==> config.mk <==
export PLATFORM = sky130hd
export DESIGN_NAME = three_phase_gate_control_logic
export DESIGN_NICKNAME = d
export VERILOG_FILES = /design/src/hw/gate_ctrl_pkg.sv /design/src/hw/down_timer.sv /design/src/hw/sync_two_ff.sv /design/src/hw/three_phase_gate_control_logic.sv
export SDC_FILE = /design/constraint.sdc
export NUM_CORES = 1
export LEC_CHECK = 0
export ABC_AREA = 0
export BUFFER_PORTS_ARGS = -buffer_cell sky130_fd_sc_hd__buf_2
export CAP_MARGIN = 20
export CELL_PAD_IN_SITES_DETAIL_PLACEMENT = 0
export CELL_PAD_IN_SITES_GLOBAL_PLACEMENT = 1
export CORE_MARGIN = 4
export CORE_UTILIZATION = 47
export CTS_BUF_LIST = sky130_fd_sc_hd__clkbuf_4
export CTS_CLUSTER_DIAMETER = 30
export DETAILED_ROUTE_END_ITERATION = 8
export PLACE_DENSITY = 0.9
export SYNTH_ARGS = -nofsm -noshare
export SYNTH_HDL_FRONTEND = slang
export SYNTH_SLANG_ARGS = --single-unit
==> constraint.sdc <==
create_clock -name sys_clk -period 7.5 [get_ports sys_clk]
set_clock_uncertainty 0.2 [all_clocks]
set_input_delay 0.75 -clock sys_clk [delete_from_list [all_inputs] [get_ports sys_clk]]
set_output_delay 0.75 -clock sys_clk [all_outputs]
set_load 0.1 [all_outputs]
==> src/hw/gate_ctrl_pkg.sv <==
// constants, types and helpers shared by the gate control logic
package gate_ctrl_pkg;

  localparam int NUM_PHASES = 3;

  // timing, clock is 25 MHz
  localparam int CLK_PERIOD_NS = 40;
  localparam int DT_STEP_NS = 50;
  localparam int DT_STEP_CYCLES = (DT_STEP_NS + CLK_PERIOD_NS - 1) /
                                  CLK_PERIOD_NS;
  localparam int DT_MAX_NS = 12000;
  // a step is a whole number of clocks, so cap the code at the 12 us span
  localparam int DT_MAX_CODE = DT_MAX_NS /
                               (DT_STEP_CYCLES * CLK_PERIOD_NS);
  localparam int BLANK_NS = 1000;
  localparam int BLANK_CYCLES = (BLANK_NS + CLK_PERIOD_NS - 1) /
                                CLK_PERIOD_NS;

  localparam int TIMER_W = 9;
  localparam int DT_CODE_W = 8;
  localparam int ADDR_W = 8;
  localparam int DATA_W = 32;
  localparam int SYNC_W = 2 * NUM_PHASES + 2; // cmds, enable, comparator

  // register byte addresses
  localparam logic [ADDR_W-1:0] ADDR_STATUS0 = 8'h00;
  localparam logic [ADDR_W-1:0] ADDR_IRQ_MASK = 8'h04;
  localparam logic [ADDR_W-1:0] ADDR_DEADTIME = 8'h08;
  localparam logic [ADDR_W-1:0] ADDR_COMMAND = 8'h0C;
  localparam logic [ADDR_W-1:0] ADDR_PHASE_STATUS = 8'h10;

  // field positions
  localparam int ST_OC_BIT = 0;
  localparam int PS_HS_LSB = 0;
  localparam int PS_LS_LSB = 3;
  localparam int PS_BOOT_LSB = 6;
  localparam int PS_ENABLED_BIT = 9;
  localparam int PS_OC_LIVE_BIT = 10;

  // command codes and reset values
  localparam logic [7:0] CMD_CLEAR_INT_GROUP0 = 8'h01;
  localparam logic [DT_CODE_W-1:0] DEADTIME_RESET = 8'h00;
  localparam logic [0:0] MASK_RESET = 1'h0;
  localparam logic [0:0] STATUS_RESET = 1'h0;

  typedef struct packed {
    logic [ADDR_W-1:0] addr;
    logic [DATA_W-1:0] wdata;
    logic wr;
    logic rd;
  } reg_req_type;

  typedef struct packed {
    logic hs;
    logic ls;
  } phase_pair_type;

  typedef enum logic [2:0] {
    PH_OFF,
    PH_DEAD_HS,
    PH_HS_ON,
    PH_DEAD_LS,
    PH_LS_ON
  } phase_state_type;

  // programmed code to deadtime length in clock cycles
  function automatic logic [TIMER_W-1:0] dt_cycles(
      input logic [DT_CODE_W-1:0] code);
    logic [TIMER_W-1:0] ext;
    ext = {1'h0, code};
    return TIMER_W'(ext * TIMER_W'(DT_STEP_CYCLES));
  endfunction

endpackage

==> src/hw/down_timer.sv <==
// loadable down counter with a zero flag
`timescale 1ns/10ps
module down_timer (
  input wire logic sys_clk,
  input wire logic clear,
  input wire logic load,
  input wire logic [gate_ctrl_pkg::TIMER_W-1:0] load_value,
  output logic count_zero
);

  logic [gate_ctrl_pkg::TIMER_W-1:0] count_q;

  always_ff @(posedge sys_clk) begin
    if (clear) begin
      count_q <= '0;
    end else if (load) begin
      count_q <= load_value;
    end else if (count_q != '0) begin
      count_q <= count_q - 1'b1;
    end
  end

  assign count_zero = (count_q == '0);

endmodule

==> src/hw/sync_two_ff.sv <==
// two flip-flop synchroniser for a group of level inputs
`timescale 1ns/10ps
module sync_two_ff #(
  parameter int WIDTH = gate_ctrl_pkg::SYNC_W
) (
  input wire logic sys_clk,
  input wire logic rst_n,
  input wire logic [WIDTH-1:0] async_in,
  output logic [WIDTH-1:0] sync_out
);

  logic [WIDTH-1:0] meta_q;
  logic [WIDTH-1:0] sync_q;

  // meta_q feeds only sync_q
  always_ff @(posedge sys_clk) begin
    if (!rst_n) begin
      meta_q <= '0;
      sync_q <= '0;
    end else begin
      meta_q <= async_in;
      sync_q <= meta_q;
    end
  end

  assign sync_out = sync_q;

endmodule

==> src/hw/three_phase_gate_control_logic.sv <==
// three-phase gate control: deadtime, bootstrap lock, blanking, faults
//
// Function
// - commands act on leading edges, not levels
// - edge drops complement now, selected after deadtime
// - deadtime starts when the other FET turns off
// - high side waits for one low-side pulse
// - high side may stay on indefinitely
// - blank current limit after each command change
// - overcurrent changes flag pin and latches fault
// - latched overcurrent shows in status bit 0
// - unmasked overcurrent fault raises interrupt output
// - interrupt holds until fault gone and cleared
// - status registers readable at any time
// - deadtime programmable in 50 ns steps; the code rounds each step up to 2 clocks (80 ns)
// - gates follow commands only when fully enabled
// - sleep clears fault and register contents
//
// Design decisions made here: the register offsets and strobed register access.
`timescale 1ns/10ps
module three_phase_gate_control_logic (
  input wire logic sys_clk,
  input wire logic rst_n,
  input wire logic sleep_reset_n,
  input wire logic enable_input_a,
  input wire logic enable_input_b,
  input wire logic [gate_ctrl_pkg::NUM_PHASES-1:0] high_side_cmd_input,
  input wire logic [gate_ctrl_pkg::NUM_PHASES-1:0] low_side_cmd_input,
  input wire logic oc_comparator_in,
  input wire gate_ctrl_pkg::reg_req_type reg_req,
  output logic [gate_ctrl_pkg::DATA_W-1:0] reg_rdata,
  output logic [gate_ctrl_pkg::NUM_PHASES-1:0] high_side_gate,
  output logic [gate_ctrl_pkg::NUM_PHASES-1:0] low_side_gate,
  output logic [gate_ctrl_pkg::NUM_PHASES-1:0] current_limit_blank,
  output logic overcurrent_flag_pin,
  output logic interrupt_out
);

  localparam int NP = gate_ctrl_pkg::NUM_PHASES;

  // every pin input crosses two flops before use
  logic [gate_ctrl_pkg::SYNC_W-1:0] pins_raw;
  logic [gate_ctrl_pkg::SYNC_W-1:0] pins_sync;

  // top bit comparator, then enable, then hs and ls by phase
  assign pins_raw = {oc_comparator_in,
                     (sleep_reset_n & enable_input_a & enable_input_b),
                     high_side_cmd_input,
                     low_side_cmd_input};

  sync_two_ff #(
    .WIDTH(gate_ctrl_pkg::SYNC_W)
  ) u_pin_sync (
    .sys_clk(sys_clk),
    .rst_n(rst_n),
    .async_in(pins_raw),
    .sync_out(pins_sync)
  );

  // sleep is sampled separately so that it can clear on its own
  logic [0:0] sleep_n_sync;

  sync_two_ff #(
    .WIDTH(1)
  ) u_sleep_sync (
    .sys_clk(sys_clk),
    .rst_n(rst_n),
    .async_in(sleep_reset_n),
    .sync_out(sleep_n_sync)
  );

  logic clear_all;
  logic enabled;
  logic oc_live;
  gate_ctrl_pkg::phase_pair_type cmd_s [NP];
  gate_ctrl_pkg::phase_pair_type cmd_prev_q [NP];

  // sleep flops reset low, so clearing outlasts reset by two cycles
  assign clear_all = !rst_n || !sleep_n_sync[0];
  assign oc_live = pins_sync[gate_ctrl_pkg::SYNC_W-1];
  assign enabled = pins_sync[gate_ctrl_pkg::SYNC_W-2];

  always_comb begin
    for (int p = 0; p < NP; p++) begin
      cmd_s[p].hs = pins_sync[NP + p];
      cmd_s[p].ls = pins_sync[p];
    end
  end

  always_ff @(posedge sys_clk) begin
    for (int p = 0; p < NP; p++) begin
      if (clear_all) begin
        cmd_prev_q[p] <= '0;
      end else begin
        cmd_prev_q[p] <= cmd_s[p];
      end
    end
  end

  logic [NP-1:0] hs_rise;
  logic [NP-1:0] ls_rise;
  logic [NP-1:0] cmd_change;

  always_comb begin
    for (int p = 0; p < NP; p++) begin
      hs_rise[p] = cmd_s[p].hs & ~cmd_prev_q[p].hs;
      ls_rise[p] = cmd_s[p].ls & ~cmd_prev_q[p].ls;
      cmd_change[p] = (cmd_s[p] != cmd_prev_q[p]);
    end
  end

  // register file
  logic [gate_ctrl_pkg::DT_CODE_W-1:0] deadtime_code_q;
  logic [0:0] irq_mask_q;
  logic [0:0] status0_q;
  logic [gate_ctrl_pkg::DATA_W-1:0] rdata_q;
  logic status_read;
  logic clear_cmd;

  assign status_read = reg_req.rd &&
                       (reg_req.addr == gate_ctrl_pkg::ADDR_STATUS0);
  assign clear_cmd = reg_req.wr &&
                     (reg_req.addr == gate_ctrl_pkg::ADDR_COMMAND) &&
                     (reg_req.wdata[7:0] ==
                      gate_ctrl_pkg::CMD_CLEAR_INT_GROUP0);

  // codes above the 12 us span saturate instead of wrapping
  always_ff @(posedge sys_clk) begin
    if (clear_all) begin
      deadtime_code_q <= gate_ctrl_pkg::DEADTIME_RESET;
    end else if (reg_req.wr &&
                 reg_req.addr == gate_ctrl_pkg::ADDR_DEADTIME) begin
      if (reg_req.wdata > gate_ctrl_pkg::DATA_W'(
            gate_ctrl_pkg::DT_MAX_CODE)) begin
        deadtime_code_q <= gate_ctrl_pkg::DT_CODE_W'(
            gate_ctrl_pkg::DT_MAX_CODE);
      end else begin
        deadtime_code_q <=
            reg_req.wdata[gate_ctrl_pkg::DT_CODE_W-1:0];
      end
    end
  end

  always_ff @(posedge sys_clk) begin
    if (clear_all) begin
      irq_mask_q <= gate_ctrl_pkg::MASK_RESET;
    end else if (reg_req.wr &&
                 reg_req.addr == gate_ctrl_pkg::ADDR_IRQ_MASK) begin
      irq_mask_q <= reg_req.wdata[gate_ctrl_pkg::ST_OC_BIT];
    end
  end

  // a live fault re-sets the bit, so a clear only sticks once it is gone
  always_ff @(posedge sys_clk) begin
    if (clear_all) begin
      status0_q <= gate_ctrl_pkg::STATUS_RESET;
    end else if (oc_live) begin
      status0_q <= 1'b1;
    end else if (status_read || clear_cmd) begin
      status0_q <= 1'b0;
    end
  end

  always_ff @(posedge sys_clk) begin
    if (clear_all) begin
      overcurrent_flag_pin <= 1'b0;
    end else begin
      overcurrent_flag_pin <= oc_live;
    end
  end

  assign interrupt_out = |(status0_q & irq_mask_q);

  // phase state machines
  gate_ctrl_pkg::phase_state_type state_q [NP];
  logic [NP-1:0] boot_ok_q;
  logic [NP-1:0] dt_load;
  logic [NP-1:0] dt_zero;
  logic [NP-1:0] blank_zero;
  logic [NP-1:0] blank_load;
  logic [gate_ctrl_pkg::TIMER_W-1:0] dt_value;

  // one shared setting feeds all three phase timers
  assign dt_value = gate_ctrl_pkg::dt_cycles(deadtime_code_q);

  // low side wins when both edges land together, as the safer choice
  always_comb begin
    for (int p = 0; p < NP; p++) begin
      dt_load[p] = 1'b0;
      if (enabled && !clear_all) begin
        if (ls_rise[p]) begin
          dt_load[p] = (state_q[p] != gate_ctrl_pkg::PH_LS_ON) &&
                       (state_q[p] != gate_ctrl_pkg::PH_DEAD_LS);
        end else if (hs_rise[p]) begin
          dt_load[p] = (state_q[p] != gate_ctrl_pkg::PH_HS_ON) &&
                       (state_q[p] != gate_ctrl_pkg::PH_DEAD_HS);
        end
      end
      blank_load[p] = enabled && cmd_change[p];
    end
  end

  for (genvar g = 0; g < NP; g++) begin : g_phase
    down_timer u_dead (
      .sys_clk(sys_clk),
      .clear(clear_all),
      .load(dt_load[g]),
      .load_value(dt_value),
      .count_zero(dt_zero[g])
    );

    down_timer u_blank (
      .sys_clk(sys_clk),
      .clear(clear_all || !enabled),
      .load(blank_load[g]),
      .load_value(gate_ctrl_pkg::TIMER_W'(gate_ctrl_pkg::BLANK_CYCLES)),
      .count_zero(blank_zero[g])
    );
  end

  always_ff @(posedge sys_clk) begin
    for (int p = 0; p < NP; p++) begin
      if (clear_all || !enabled) begin
        state_q[p] <= gate_ctrl_pkg::PH_OFF;
      end else if (dt_load[p] && ls_rise[p]) begin
        state_q[p] <= gate_ctrl_pkg::PH_DEAD_LS;
      end else if (dt_load[p]) begin
        state_q[p] <= gate_ctrl_pkg::PH_DEAD_HS;
      end else begin
        case (state_q[p])
          gate_ctrl_pkg::PH_DEAD_HS: begin
            if (dt_zero[p]) begin
              if (boot_ok_q[p]) begin
                state_q[p] <= gate_ctrl_pkg::PH_HS_ON;
              end else begin
                state_q[p] <= gate_ctrl_pkg::PH_OFF;
              end
            end
          end
          gate_ctrl_pkg::PH_DEAD_LS: begin
            if (dt_zero[p]) begin
              state_q[p] <= gate_ctrl_pkg::PH_LS_ON;
            end
          end
          // on states hold with no time limit until a new edge
          gate_ctrl_pkg::PH_HS_ON: state_q[p] <= state_q[p];
          gate_ctrl_pkg::PH_LS_ON: state_q[p] <= state_q[p];
          gate_ctrl_pkg::PH_OFF: state_q[p] <= state_q[p];
          default: state_q[p] <= gate_ctrl_pkg::PH_OFF;
        endcase
      end
    end
  end

  // the lock rearms on every exit from enable; long low-side idle is
  // not tracked, the host must refresh the bootstrap itself
  always_ff @(posedge sys_clk) begin
    for (int p = 0; p < NP; p++) begin
      if (clear_all || !enabled) begin
        boot_ok_q[p] <= 1'b0;
      end else if (state_q[p] == gate_ctrl_pkg::PH_LS_ON) begin
        boot_ok_q[p] <= 1'b1;
      end
    end
  end

  always_comb begin
    for (int p = 0; p < NP; p++) begin
      high_side_gate[p] = (state_q[p] == gate_ctrl_pkg::PH_HS_ON);
      low_side_gate[p] = (state_q[p] == gate_ctrl_pkg::PH_LS_ON);
      current_limit_blank[p] = !blank_zero[p];
    end
  end

  // read port: data stand only in the cycle after the strobe
  always_ff @(posedge sys_clk) begin
    if (clear_all || !reg_req.rd) begin
      rdata_q <= '0;
    end else begin
      case (reg_req.addr)
        gate_ctrl_pkg::ADDR_STATUS0: begin
          rdata_q <= gate_ctrl_pkg::DATA_W'(status0_q);
        end
        gate_ctrl_pkg::ADDR_IRQ_MASK: begin
          rdata_q <= gate_ctrl_pkg::DATA_W'(irq_mask_q);
        end
        gate_ctrl_pkg::ADDR_DEADTIME: begin
          rdata_q <= gate_ctrl_pkg::DATA_W'(deadtime_code_q);
        end
        gate_ctrl_pkg::ADDR_PHASE_STATUS: begin
          rdata_q <= gate_ctrl_pkg::DATA_W'({oc_live, enabled, boot_ok_q,
                                             low_side_gate,
                                             high_side_gate});
        end
        default: rdata_q <= '0;
      endcase
    end
  end

  assign reg_rdata = rdata_q;

endmodule

==> impl_metrics.csv, run 1 <==
group,metric,value,unit
worst_hold_path,hold_end,"u_pin_sync.sync_out[6]",
timing,hold_viol,0,
grt,track_usage,18.5,%
synth,netlist_area,0.00539,mm^2
synth,synth_top_area_cell,"dfxtp_1",
floorplan,die-area,0.0132,mm^2
outcome,status,"completed",
clocking,clock_path_buffers,2,
grt,grt_antenna_before_repair,0,
setup_path,crit_path_start_kind,"flip-flop",
floorplan,start_util,48.9,%
setup_path,crit_path_end_kind,"output pin",
setup_path,worstReg2RegEnd,"state_q[0][0]",
detailed_routing,drt_iter0_markers,259,
layout,area_delta_synth_final,10.0,%
detailed_routing,drc,0,
pwr,p_sw,250,uW
detailed_routing,firstDrtPassIters,4,
clocking,insertion_delay,0.46,ns
setup_path,cp.required,6.55,ns
grt,grt_max_degree,30,
layout,antenna_cells,0,
synth,synth-seq-cells,112,
detailed_routing,vias,4487,
setup_path,crit_chain,"inv_1 -> ha_1 -> or3b_2 -> nor4_2 -> inv_1 -> buf_2",
placed_design,dp_hpwl,8920,um
pwr,p_leak,0.00250,uW
detailed_routing,detail-route-antenna-nets,0,
synth,synth_seq_area_share,43.3,%
timing,max_slew_margin,31.3,%
setup_path,crit_fanout,7,
synth,synth.area.top_cells,"dfxtp_1 38%, nor2_1 6.3%, edfxtp_1 5.0%, xnor2_1 3.7%, ha_1 3.5%",
setup_path,cp.arrival,2.61,ns
clocking,htreeDepth,3,
clocking,post_cts_resize_count,0,
synth,synth_top_cell_area_share,38.3,%
timing,post-route-period-util,47.5,%
setup_path,critical_path_class,"reg -> out",
setup_path,r2r_slack,4.71,ns
worst_hold_path,hold_depth,1,
floorplan,die_w,115,um
synth,netlist_instances,622,
timing,setup_viol,0,
detailed_routing,vias_per_cell,5.41,
placed_design,dpl_cell_area,0.00575,mm^2
pwr,seqPwrFrac,59.7,%
setup_path,critPathLaunch,"g_phase[1].u_blank.count_q[0]",
timing,fmax,281,MHz
timing,rsz0062_at_grt,"false",
setup_path,crit_path_max_incr_delay,0.52,ns
clocking,root_buffer,"clkbuf_4",
pwr,p_per_area,172,mW/mm^2
clocking,clk_pin_slew,0.14,ns
layout,final_area,0.00593,mm^2
placed_design,gp_congestion,0.878,
synth,synth_edf_count,9,
layout,layout-drive-gt1-share,14.6,%
pwr,pwr-share-comb,8.3,%
synth,ys.flop_type,"dfxtp_1",
pwr,ir_drop,0.125,mV
floorplan,die_h,115,um
floorplan,core_area,0.0110,mm^2
synth,avgSynthCellArea,8.66,um^2
floorplan,rows,38,
pwr,swShare,24.5,%
worst_hold_path,hp-start,"u_pin_sync.meta_q[6]",
pwr,fin_total_pwr,1020,uW
setup_path,r2r-start,"g_phase[0].u_dead.count_q[0]",
timing,setup_tns,0,ns
clocking,cts_buffers,9,
setup_path,ff2ff_path_depth,7,
synth,ys_types,56,
grt,grt_pass1_wl,19800,um
timing,final_max_slew_viol_count,0,
pwr,p_clk_share,32.1,%
detailed_routing,wl_per_cell,14.4,um
clocking,hold_buffers,0,
floorplan,ios,97,
clocking,cts_sinks,112,
synth,synth-async-reset-ratio,0,%
grt,grt_pass1_vias,4147,
setup_path,cp_common_cell,"inv_1",
timing,worstMarginPinSlew,1.03,ns
timing,fin_crit,3.56,ns
clocking,cts_tree,"built",
layout,final_cell_mix,"103 x dfxtp_1, 91 x nor2_1, 75 x buf_2, 37 x nand2_1, 35 x a21oi_1",
pwr,p_int,770,uW
detailed_routing,routed_wl,11900,um
clocking,cts_setup_buffers,0,
placed_design,io_buffers,75,
layout,nets,754,
synth,yosys_warnings,0,
worst_hold_path,hp-class,"reg -> reg",
layout,final_common_cell,"dfxtp_1",
grt,grt-ovfl-total,0,
job,maxCapViolCount,0,
setup_path,slowest_stage,"or3b_2",
## cells in the mapped netlist (all sizes together) (3+ instances only)
master,number
and3,13
dfxtp,103
mux2i,18
nand2b,4
inv,29
nor4b,5
o31ai,3
a21o,3
or3,7
nand3,20
a211oi,12
o21ai,18
buf,30
and2,26
nor3,19
o22ai,4
mux2,3
nor3b,12
nand4,5
or4,7
nor2,91
a31oi,4
edfxtp,9
nand2,37
a21oi,35
nand3b,4
ha,15
a22oi,7
clkbuf,15
xnor2,23
nor4,16
## per-stage QoR
step / hold WS, ns / cells / utilization, % / setup WS (ns)
2_1_floorplan: 0.212 / 642 / - / 3.11
3_3_place_gp: 0.217 / 813 / 52.2 / 4.33
3_5_place_dp: 0.222 / 813 / 52.2 / 4.22
4_1_cts: 0.243 / 829 / 53.6 / 3.91
5_1_grt: 0.258 / 830 / 53.7 / 3.71
6_report: 0.246 / 830 / 53.7 / 3.94
## critical path, delay by kind of cell, from the launching register on
kind                     cells  cell delay [ns]
adder cells (fa/ha/maj)      1             0.19
buffers and inverters        3             0.61
flip-flops                   1             0.35
AND/OR/NAND/NOR              2             1.01
## power groups by stage
stage / Sequential [uW] / Combinational [uW] / Clock (uW)
after global placement: 622 / 82.5 / 0
final: 609 / 84.2 / 327
after CTS: 609 / 83.7 / 335
after detailed placement: 622 / 83.5 / 0
after floorplan: 621 / 73.0 / 0
after global routing: 610 / 89.5 / 360
## how the worst max path moves through the flow
stage	slack (ns)	to	cells after the start
2_1_floorplan	3.11	state_q[1][1]	6
3_3_place_gp	4.33	state_q[0][0]	7
3_5_place_dp	4.22	state_q[0][0]	7
4_1_cts	3.91	current_limit_blank[1]	6
5_1_grt	3.71	current_limit_blank[1]	6
6_report	3.94	current_limit_blank[1]	6
## cell type report
cell class,instances,area (um^2)
clock buffer,12,90.1
clock inverter,4,68.8
multi-input combinational,456,2760
inverter,29,109
sequential,112,2330
fill,1055,5100
timing repair buffer,77,398
tap,140,175
## routing by layer
layer / share of wire [%] / GRT usage [%] / vias to the layer above
li1: - / - / 2263
met1: 44 / 24.4 / 2105
met2: 49 / 31.3 / 108
met3: 6.0 / 4.32 / 11
met4: 1.1 / 3.68 / 0
met5: 0 / 0 / -
## cells by family (layout without fill, tap and decap cells)
kind of cell | after synthesis | count (layout) | share of synthesized area, %
DFF | 112 | 112 | 43.3
and+or+nand+nor | 272 | 272 | 26.2
muxes | 21 | 21 | 3.97
other | 1 | 21 | 0.0696
adders and majority gates | 16 | 16 | 3.67
buffers and inverters | 74 | 122 | 6.99
AOI/OAI and AO/OA | 101 | 101 | 11.7
xor gates and xnor gates | 25 | 25 | 4.06
## registers in the layout, indices dropped and copies added (netlist names)
register and count:
boot_ok_q 3, overcurrent_flag_pin 1, deadtime_code_q 8, g_phase.u_dead.count_q 27, cmd_prev_q 6, u_sleep_sync.meta_q 1
state_q 9, irq_mask_q 1, u_pin_sync.meta_q 8, status0_q 1, reg_rdata 11, u_sleep_sync.sync_out 1
g_phase.u_blank.count_q 27, u_pin_sync.sync_out 8
No activity file was read; power rests on OpenSTA's default activity.
==> run 2, diff against run 1 <==
--- a/config.mk
+++ b/config.mk
@@ -11,11 +11,11 @@
 export CELL_PAD_IN_SITES_DETAIL_PLACEMENT = 0
 export CELL_PAD_IN_SITES_GLOBAL_PLACEMENT = 1
 export CORE_MARGIN = 4
-export CORE_UTILIZATION = 47
+export CORE_UTILIZATION = 39
 export CTS_BUF_LIST = sky130_fd_sc_hd__clkbuf_4
 export CTS_CLUSTER_DIAMETER = 30
 export DETAILED_ROUTE_END_ITERATION = 8
-export PLACE_DENSITY = 0.9
+export PLACE_DENSITY = 0.8
 export SYNTH_ARGS = -nofsm -noshare
 export SYNTH_HDL_FRONTEND = slang
 export SYNTH_SLANG_ARGS = --single-unit
==> constraint.sdc (replaced) <==
create_clock -name sys_clk -period 3.2 [get_ports sys_clk]
set_clock_uncertainty 0.2 [all_clocks]
set_input_delay 0.32 -clock sys_clk [delete_from_list [all_inputs] [get_ports sys_clk]]
set_output_delay 0.32 -clock sys_clk [all_outputs]
set_load 0.1 [all_outputs]
==> impl_metrics.csv, run 2 (synthesis results as in run 1) <==
group,metric,value,unit
timing,worstMarginPinSlew,0.762,ns
grt,grt-ovfl-total,0,
floorplan,die-area,0.0158,mm^2
detailed_routing,vias,4598,
floorplan,ios,97,
setup_path,path_depth,6,
setup_path,crit_chain,"inv_1 -> ha_1 -> or3b_2 -> nor3_1 -> inv_1 -> buf_2",
setup_path,slowest_stage,"or3b_2",
layout,antenna_cells,0,
grt,grt_max_degree,30,
clocking,insertion_delay,0.47,ns
timing,holdWs,0.0686,ns
pwr,p_sw,658,uW
setup_path,crit_fanout,6,
clocking,cts_sinks,112,
setup_path,cp_common_cell,"inv_1",
detailed_routing,routed_wl,12800,um
clocking,cts_buffers,9,
placed_design,gp_congestion,0.825,
pwr,seqPwrFrac,57.8,%
setup_path,crit_path_max_incr_delay,0.49,ns
grt,grt_antenna_before_repair,0,
timing,fin_crit,2.96,ns
timing,final_max_slew_viol_count,0,
placed_design,io_buffers,75,
clocking,root_buffer,"clkbuf_4",
detailed_routing,vias_per_cell,5.15,
setup_path,crit_path_end_kind,"output pin",
timing,setup_tns,0,ns
layout,nets,780,
setup_path,cp.required,2.68,ns
detailed_routing,drt_iter0_markers,318,
timing,fmax,338,MHz
detailed_routing,wl_per_cell,14.4,um
detailed_routing,firstDrtPassIters,5,
clocking,cts_tree,"built",
pwr,p_leak,0.00263,uW
pwr,p_int,1810,uW
timing,rsz0062_at_grt,"false",
grt,grt_pass1_wl,20900,um
floorplan,rows,42,
setup_path,crit_path_start_kind,"flip-flop",
grt,track_usage,16.1,%
pwr,swShare,26.6,%
worst_hold_path,hp-class,"in -> reg",
layout,area_delta_synth_final,16.0,%
layout,final_cell_mix,"103 x dfxtp_1, 91 x nor2_1, 75 x buf_2, 37 x nand2_1, 35 x a21oi_1",
clocking,cts_setup_buffers,0,
setup_path,cp.arrival,2.44,ns
clocking,htreeDepth,3,
setup_path,critical_path_class,"reg -> out",
timing,post-route-period-util,92.4,%
floorplan,die_h,126,um
pwr,pwr-share-comb,8.7,%
grt,grt_pass1_vias,4244,
clocking,post_cts_resize_count,0,
floorplan,core_area,0.0134,mm^2
pwr,ir_drop,0.392,mV
setup_path,ff2ff_path_depth,7,
floorplan,die_w,126,um
timing,setup_viol,0,
pwr,p_clk_share,33.5,%
floorplan,start_util,40.2,%
layout,final_common_cell,"dfxtp_1",
timing,max_slew_margin,48.7,%
clocking,hold_buffers,21,
clocking,clock_path_buffers,2,
worst_hold_path,hold_depth,3,
placed_design,dp_hpwl,9400,um
detailed_routing,drc,0,
clocking,clk_pin_slew,0.18,ns
setup_path,cp_num_buf_inv,3,
layout,layout-drive-gt1-share,15.4,%
job,maxCapViolCount,0,
timing,hold_viol,0,
detailed_routing,detail-route-antenna-nets,0,
outcome,status,"completed",
setup_path,cp_top_family,"simple AND/OR/NAND/NOR gates",
pwr,p_per_area,396,mW/mm^2
[run 2: cell count changes in the layout (fill, tap and decap cells not counted)]
cell and delta:
buf_4 +6, buf_8 -1, clkbuf_4 -3, clkinv_1 -1, clkinv_2 -1, clkinv_4 +2
clkinv_8 +1, dlygate4sd3_1 +21, inv_6 +1, inv_8 +1, nor3b_1 -3, nor3b_2 +3
[run 2: layout make-up]
type	instances	area (um^2)
sequential	112	2330
clock inverter	7	114
timing repair buffer	103	638
tap	176	220
multi-input combinational	456	2770
inverter	29	109
fill	1277	7150
clock buffer	9	67.6
[run 2: metrics by stage]
step,total power (uW),instance area (um^2),worst slack (ns),std cells,util (%)
6_report,2470,6250,0.243,892,46.6
4_1_cts,2490,6240,0.193,891,46.6
3_5_place_dp,1660,5850,0.503,854,43.7
3_3_place_gp,1650,5850,0.637,854,43.7
2_1_floorplan,1630,5480,0.0194,642,-
5_1_grt,2570,6250,0.00638,892,46.6
[run 2: power by group through the flow]
| stage | logic (uW) | clock network [uW] | registers (uW) |
|---|---|---|---|
| 3_3_place_gp | 195 | 0 | 1460 |
| 5_1_grt | 230 | 912 | 1430 |
| 6_report | 216 | 828 | 1430 |
| 4_1_cts | 215 | 848 | 1430 |
| 3_5_place_dp | 197 | 0 | 1460 |
| 2_1_floorplan | 171 | 0 | 1450 |
[run 2: final timing paths]
check	from	end	slack, ns
max reg2reg	g_phase[0].u_dead.count_q[0]	state_q[0][1]	0.49
min	reg_req[38]	status0_q	0.07
min reg2reg	u_pin_sync.meta_q[5]	u_pin_sync.sync_out[5]	0.25
max	g_phase[0].u_blank.count_q[0]	current_limit_blank[0]	0.24
[run 2: routing by layer]
metal	routed length (um)	up-vias	part of all wire, %	track usage [%]
met1	6160	2159	48	21.7
met2	6040	110	47	26.3
met3	509	9	4.0	3.45
li1	-	2320	-	-
met4	128	0	1.0	4.02
met5	0	-	0	0
[run 2: tightest hold or removal path, stage by stage]
cell and delay (ns):
buf_2 0.16, nor3_1 0.07, a21oi_1 0.16
==> run 3, diff against run 2 <==
--- a/config.mk
+++ b/config.mk
@@ -10,6 +10,7 @@
 export CAP_MARGIN = 20
 export CELL_PAD_IN_SITES_DETAIL_PLACEMENT = 0
 export CELL_PAD_IN_SITES_GLOBAL_PLACEMENT = 1
+export CORE_ASPECT_RATIO = 1.5
 export CORE_MARGIN = 4
 export CORE_UTILIZATION = 39
 export CTS_BUF_LIST = sky130_fd_sc_hd__clkbuf_4
==> impl_metrics.csv, run 3 (synthesis results as in run 1) <==
group,metric,value,unit
clocking,clock_path_buffers,2,
clocking,cts_buffers,9,
placed_design,gp_congestion,0.846,
timing,setup_viol,0,
setup_path,cp.arrival,2.43,ns
grt,grt-ovfl-total,0,
pwr,fin_total_pwr,2390,uW
detailed_routing,drt_iter0_markers,186,
clocking,insertion_delay,0.47,ns
pwr,p_sw,651,uW
layout,layout-drive-gt1-share,15.4,%
setup_path,crit_path_start_kind,"flip-flop",
layout,area_delta_synth_final,16.2,%
clocking,htreeDepth,3,
detailed_routing,drc,0,
grt,grt_antenna_before_repair,1,
detailed_routing,vias,4611,
setup_path,crit_path_end_kind,"output pin",
floorplan,ios,97,
timing,setup_tns,0,ns
detailed_routing,routed_wl,13200,um
floorplan,die_w,104,um
floorplan,die-area,0.0158,mm^2
floorplan,die_h,152,um
layout,final_common_cell,"dfxtp_1",
timing,post-route-period-util,92.3,%
pwr,p_clk_share,31.0,%
floorplan,core_area,0.0135,mm^2
clocking,cts_tree,"built",
clocking,cts_setup_buffers,0,
grt,grt_pass1_wl,22200,um
setup_path,crit_fanout,6,
setup_path,crit_path_max_incr_delay,0.50,ns
placed_design,io_buffers,75,
grt,track_usage,17.0,%
layout,final_cell_mix,"103 x dfxtp_1, 91 x nor2_1, 75 x buf_2, 37 x nand2_1, 35 x a21oi_1",
pwr,p_int,1740,uW
detailed_routing,vias_per_cell,5.22,
timing,max_slew_margin,30.2,%
pwr,seqPwrFrac,59.8,%
outcome,status,"completed",
floorplan,rows,52,
worst_hold_path,hp-class,"in -> reg",
grt,grt_pass1_vias,4656,
placed_design,dp_hpwl,10100,um
pwr,p_leak,0.00265,uW
layout,final_util,46.3,%
timing,final_max_slew_viol_count,0,
pwr,ir_drop,0.266,mV
clocking,cts_sinks,112,
timing,worstMarginPinSlew,1.04,ns
setup_path,critical_path_class,"reg -> out",
job,maxCapViolCount,0,
detailed_routing,firstDrtPassIters,5,
pwr,pwr-share-comb,9.2,%
grt,grt_max_degree,29,
detailed_routing,detail-route-antenna-nets,0,
timing,fmax,339,MHz
timing,hold_viol,0,
placed_design,dp.cells,842,
setup_path,crit_chain,"inv_1 -> ha_1 -> or3b_2 -> nor3_1 -> inv_1 -> buf_2",
timing,rsz0062_at_grt,"false",
setup_path,cp_common_cell,"inv_1",
layout,nets,785,
floorplan,start_util,39.8,%
placed_design,dpl_worst_slack,0.425,ns
setup_path,cp.required,2.68,ns
clocking,root_buffer,"clkbuf_4",
timing,fin_ws,0.248,ns
timing,fin_crit,2.95,ns
setup_path,slowest_stage,"or3b_2",
layout,layoutNonFillerInstCount,884,
pwr,swShare,27.2,%
pwr,p_per_area,381,mW/mm^2
detailed_routing,wl_per_cell,14.9,um
clocking,clk_pin_slew,0.17,ns
run 3: cell count changes in the layout (fill, tap and decap cells not counted), sizes merged:
cell / change
dlygate4sd3: +4
inv: +1
bufinv: -1
diode: +1
buf: +1
run 3: power groups by stage:
stage / clock, uW / sequential, uW / combinational, uW
after global placement: 0 / 1460 / 197
after global routing: 822 / 1430 / 234
after floorplan: 0 / 1450 / 171
after detailed placement: 0 / 1460 / 198
after CTS: 769 / 1430 / 219
final: 740 / 1430 / 220
run 3: per-layer routing:
| layer | up-vias | share of wire (%) | GRT usage (%) |
|---|---|---|---|
| met1 | 2173 | 40 | 18.6 |
| met3 | 22 | 3.5 | 1.99 |
| li1 | 2325 | - | - |
| met5 | - | 0 | 0 |
| met4 | 0 | 2.7 | 7.29 |
| met2 | 91 | 53 | 32.4 |
run 3: cell type report:
cell class                      instances  area, um^2
Fill cell                            1358        7270
Antenna cell                            1        2.50
Clock buffer                            9        67.6
Sequential cell                       112        2330
Clock inverter                          7        85.1
Tap cell                              162         203
Timing Repair Buffer                  108         686
Inverter                               29         109
Multi-Input combinational cell        456        2780
run 3: through the flow:
step	hold slack, ns	area [um^2]
floorplan	0.212	5480
global placement	0.218	5850
detailed placement	0.220	5850
CTS	0.00778	6250
global route	0.0407	6260
finish	0.0332	6260
run 3: what timing repair did:
item	in CTS	in global routing
hold endpoints to repair	23	0
gates resized for setup	0	1
setup endpoints to repair	0	1
hold buffers	25	0
run 3: worst paths after layout:
kind                            end                     startpoint  depth (start not counted)  slack [ns]
max          current_limit_blank[0]  g_phase[0].u_blank.count_q[0]                          6        0.25
min reg2reg  u_pin_sync.sync_out[7]           u_pin_sync.meta_q[7]                          1        0.25
max reg2reg           state_q[0][2]   g_phase[0].u_dead.count_q[0]                          7        0.41
min                       status0_q                    reg_req[38]                          3        0.03
run 3: worst max-delay path: cells and delay by family, from the launching register on:
kind / cells / cell delay (ns)
simple gates: 2 / 0.85
fa+ha+maj: 1 / 0.18
flops: 1 / 0.35
buf+inv: 3 / 0.59
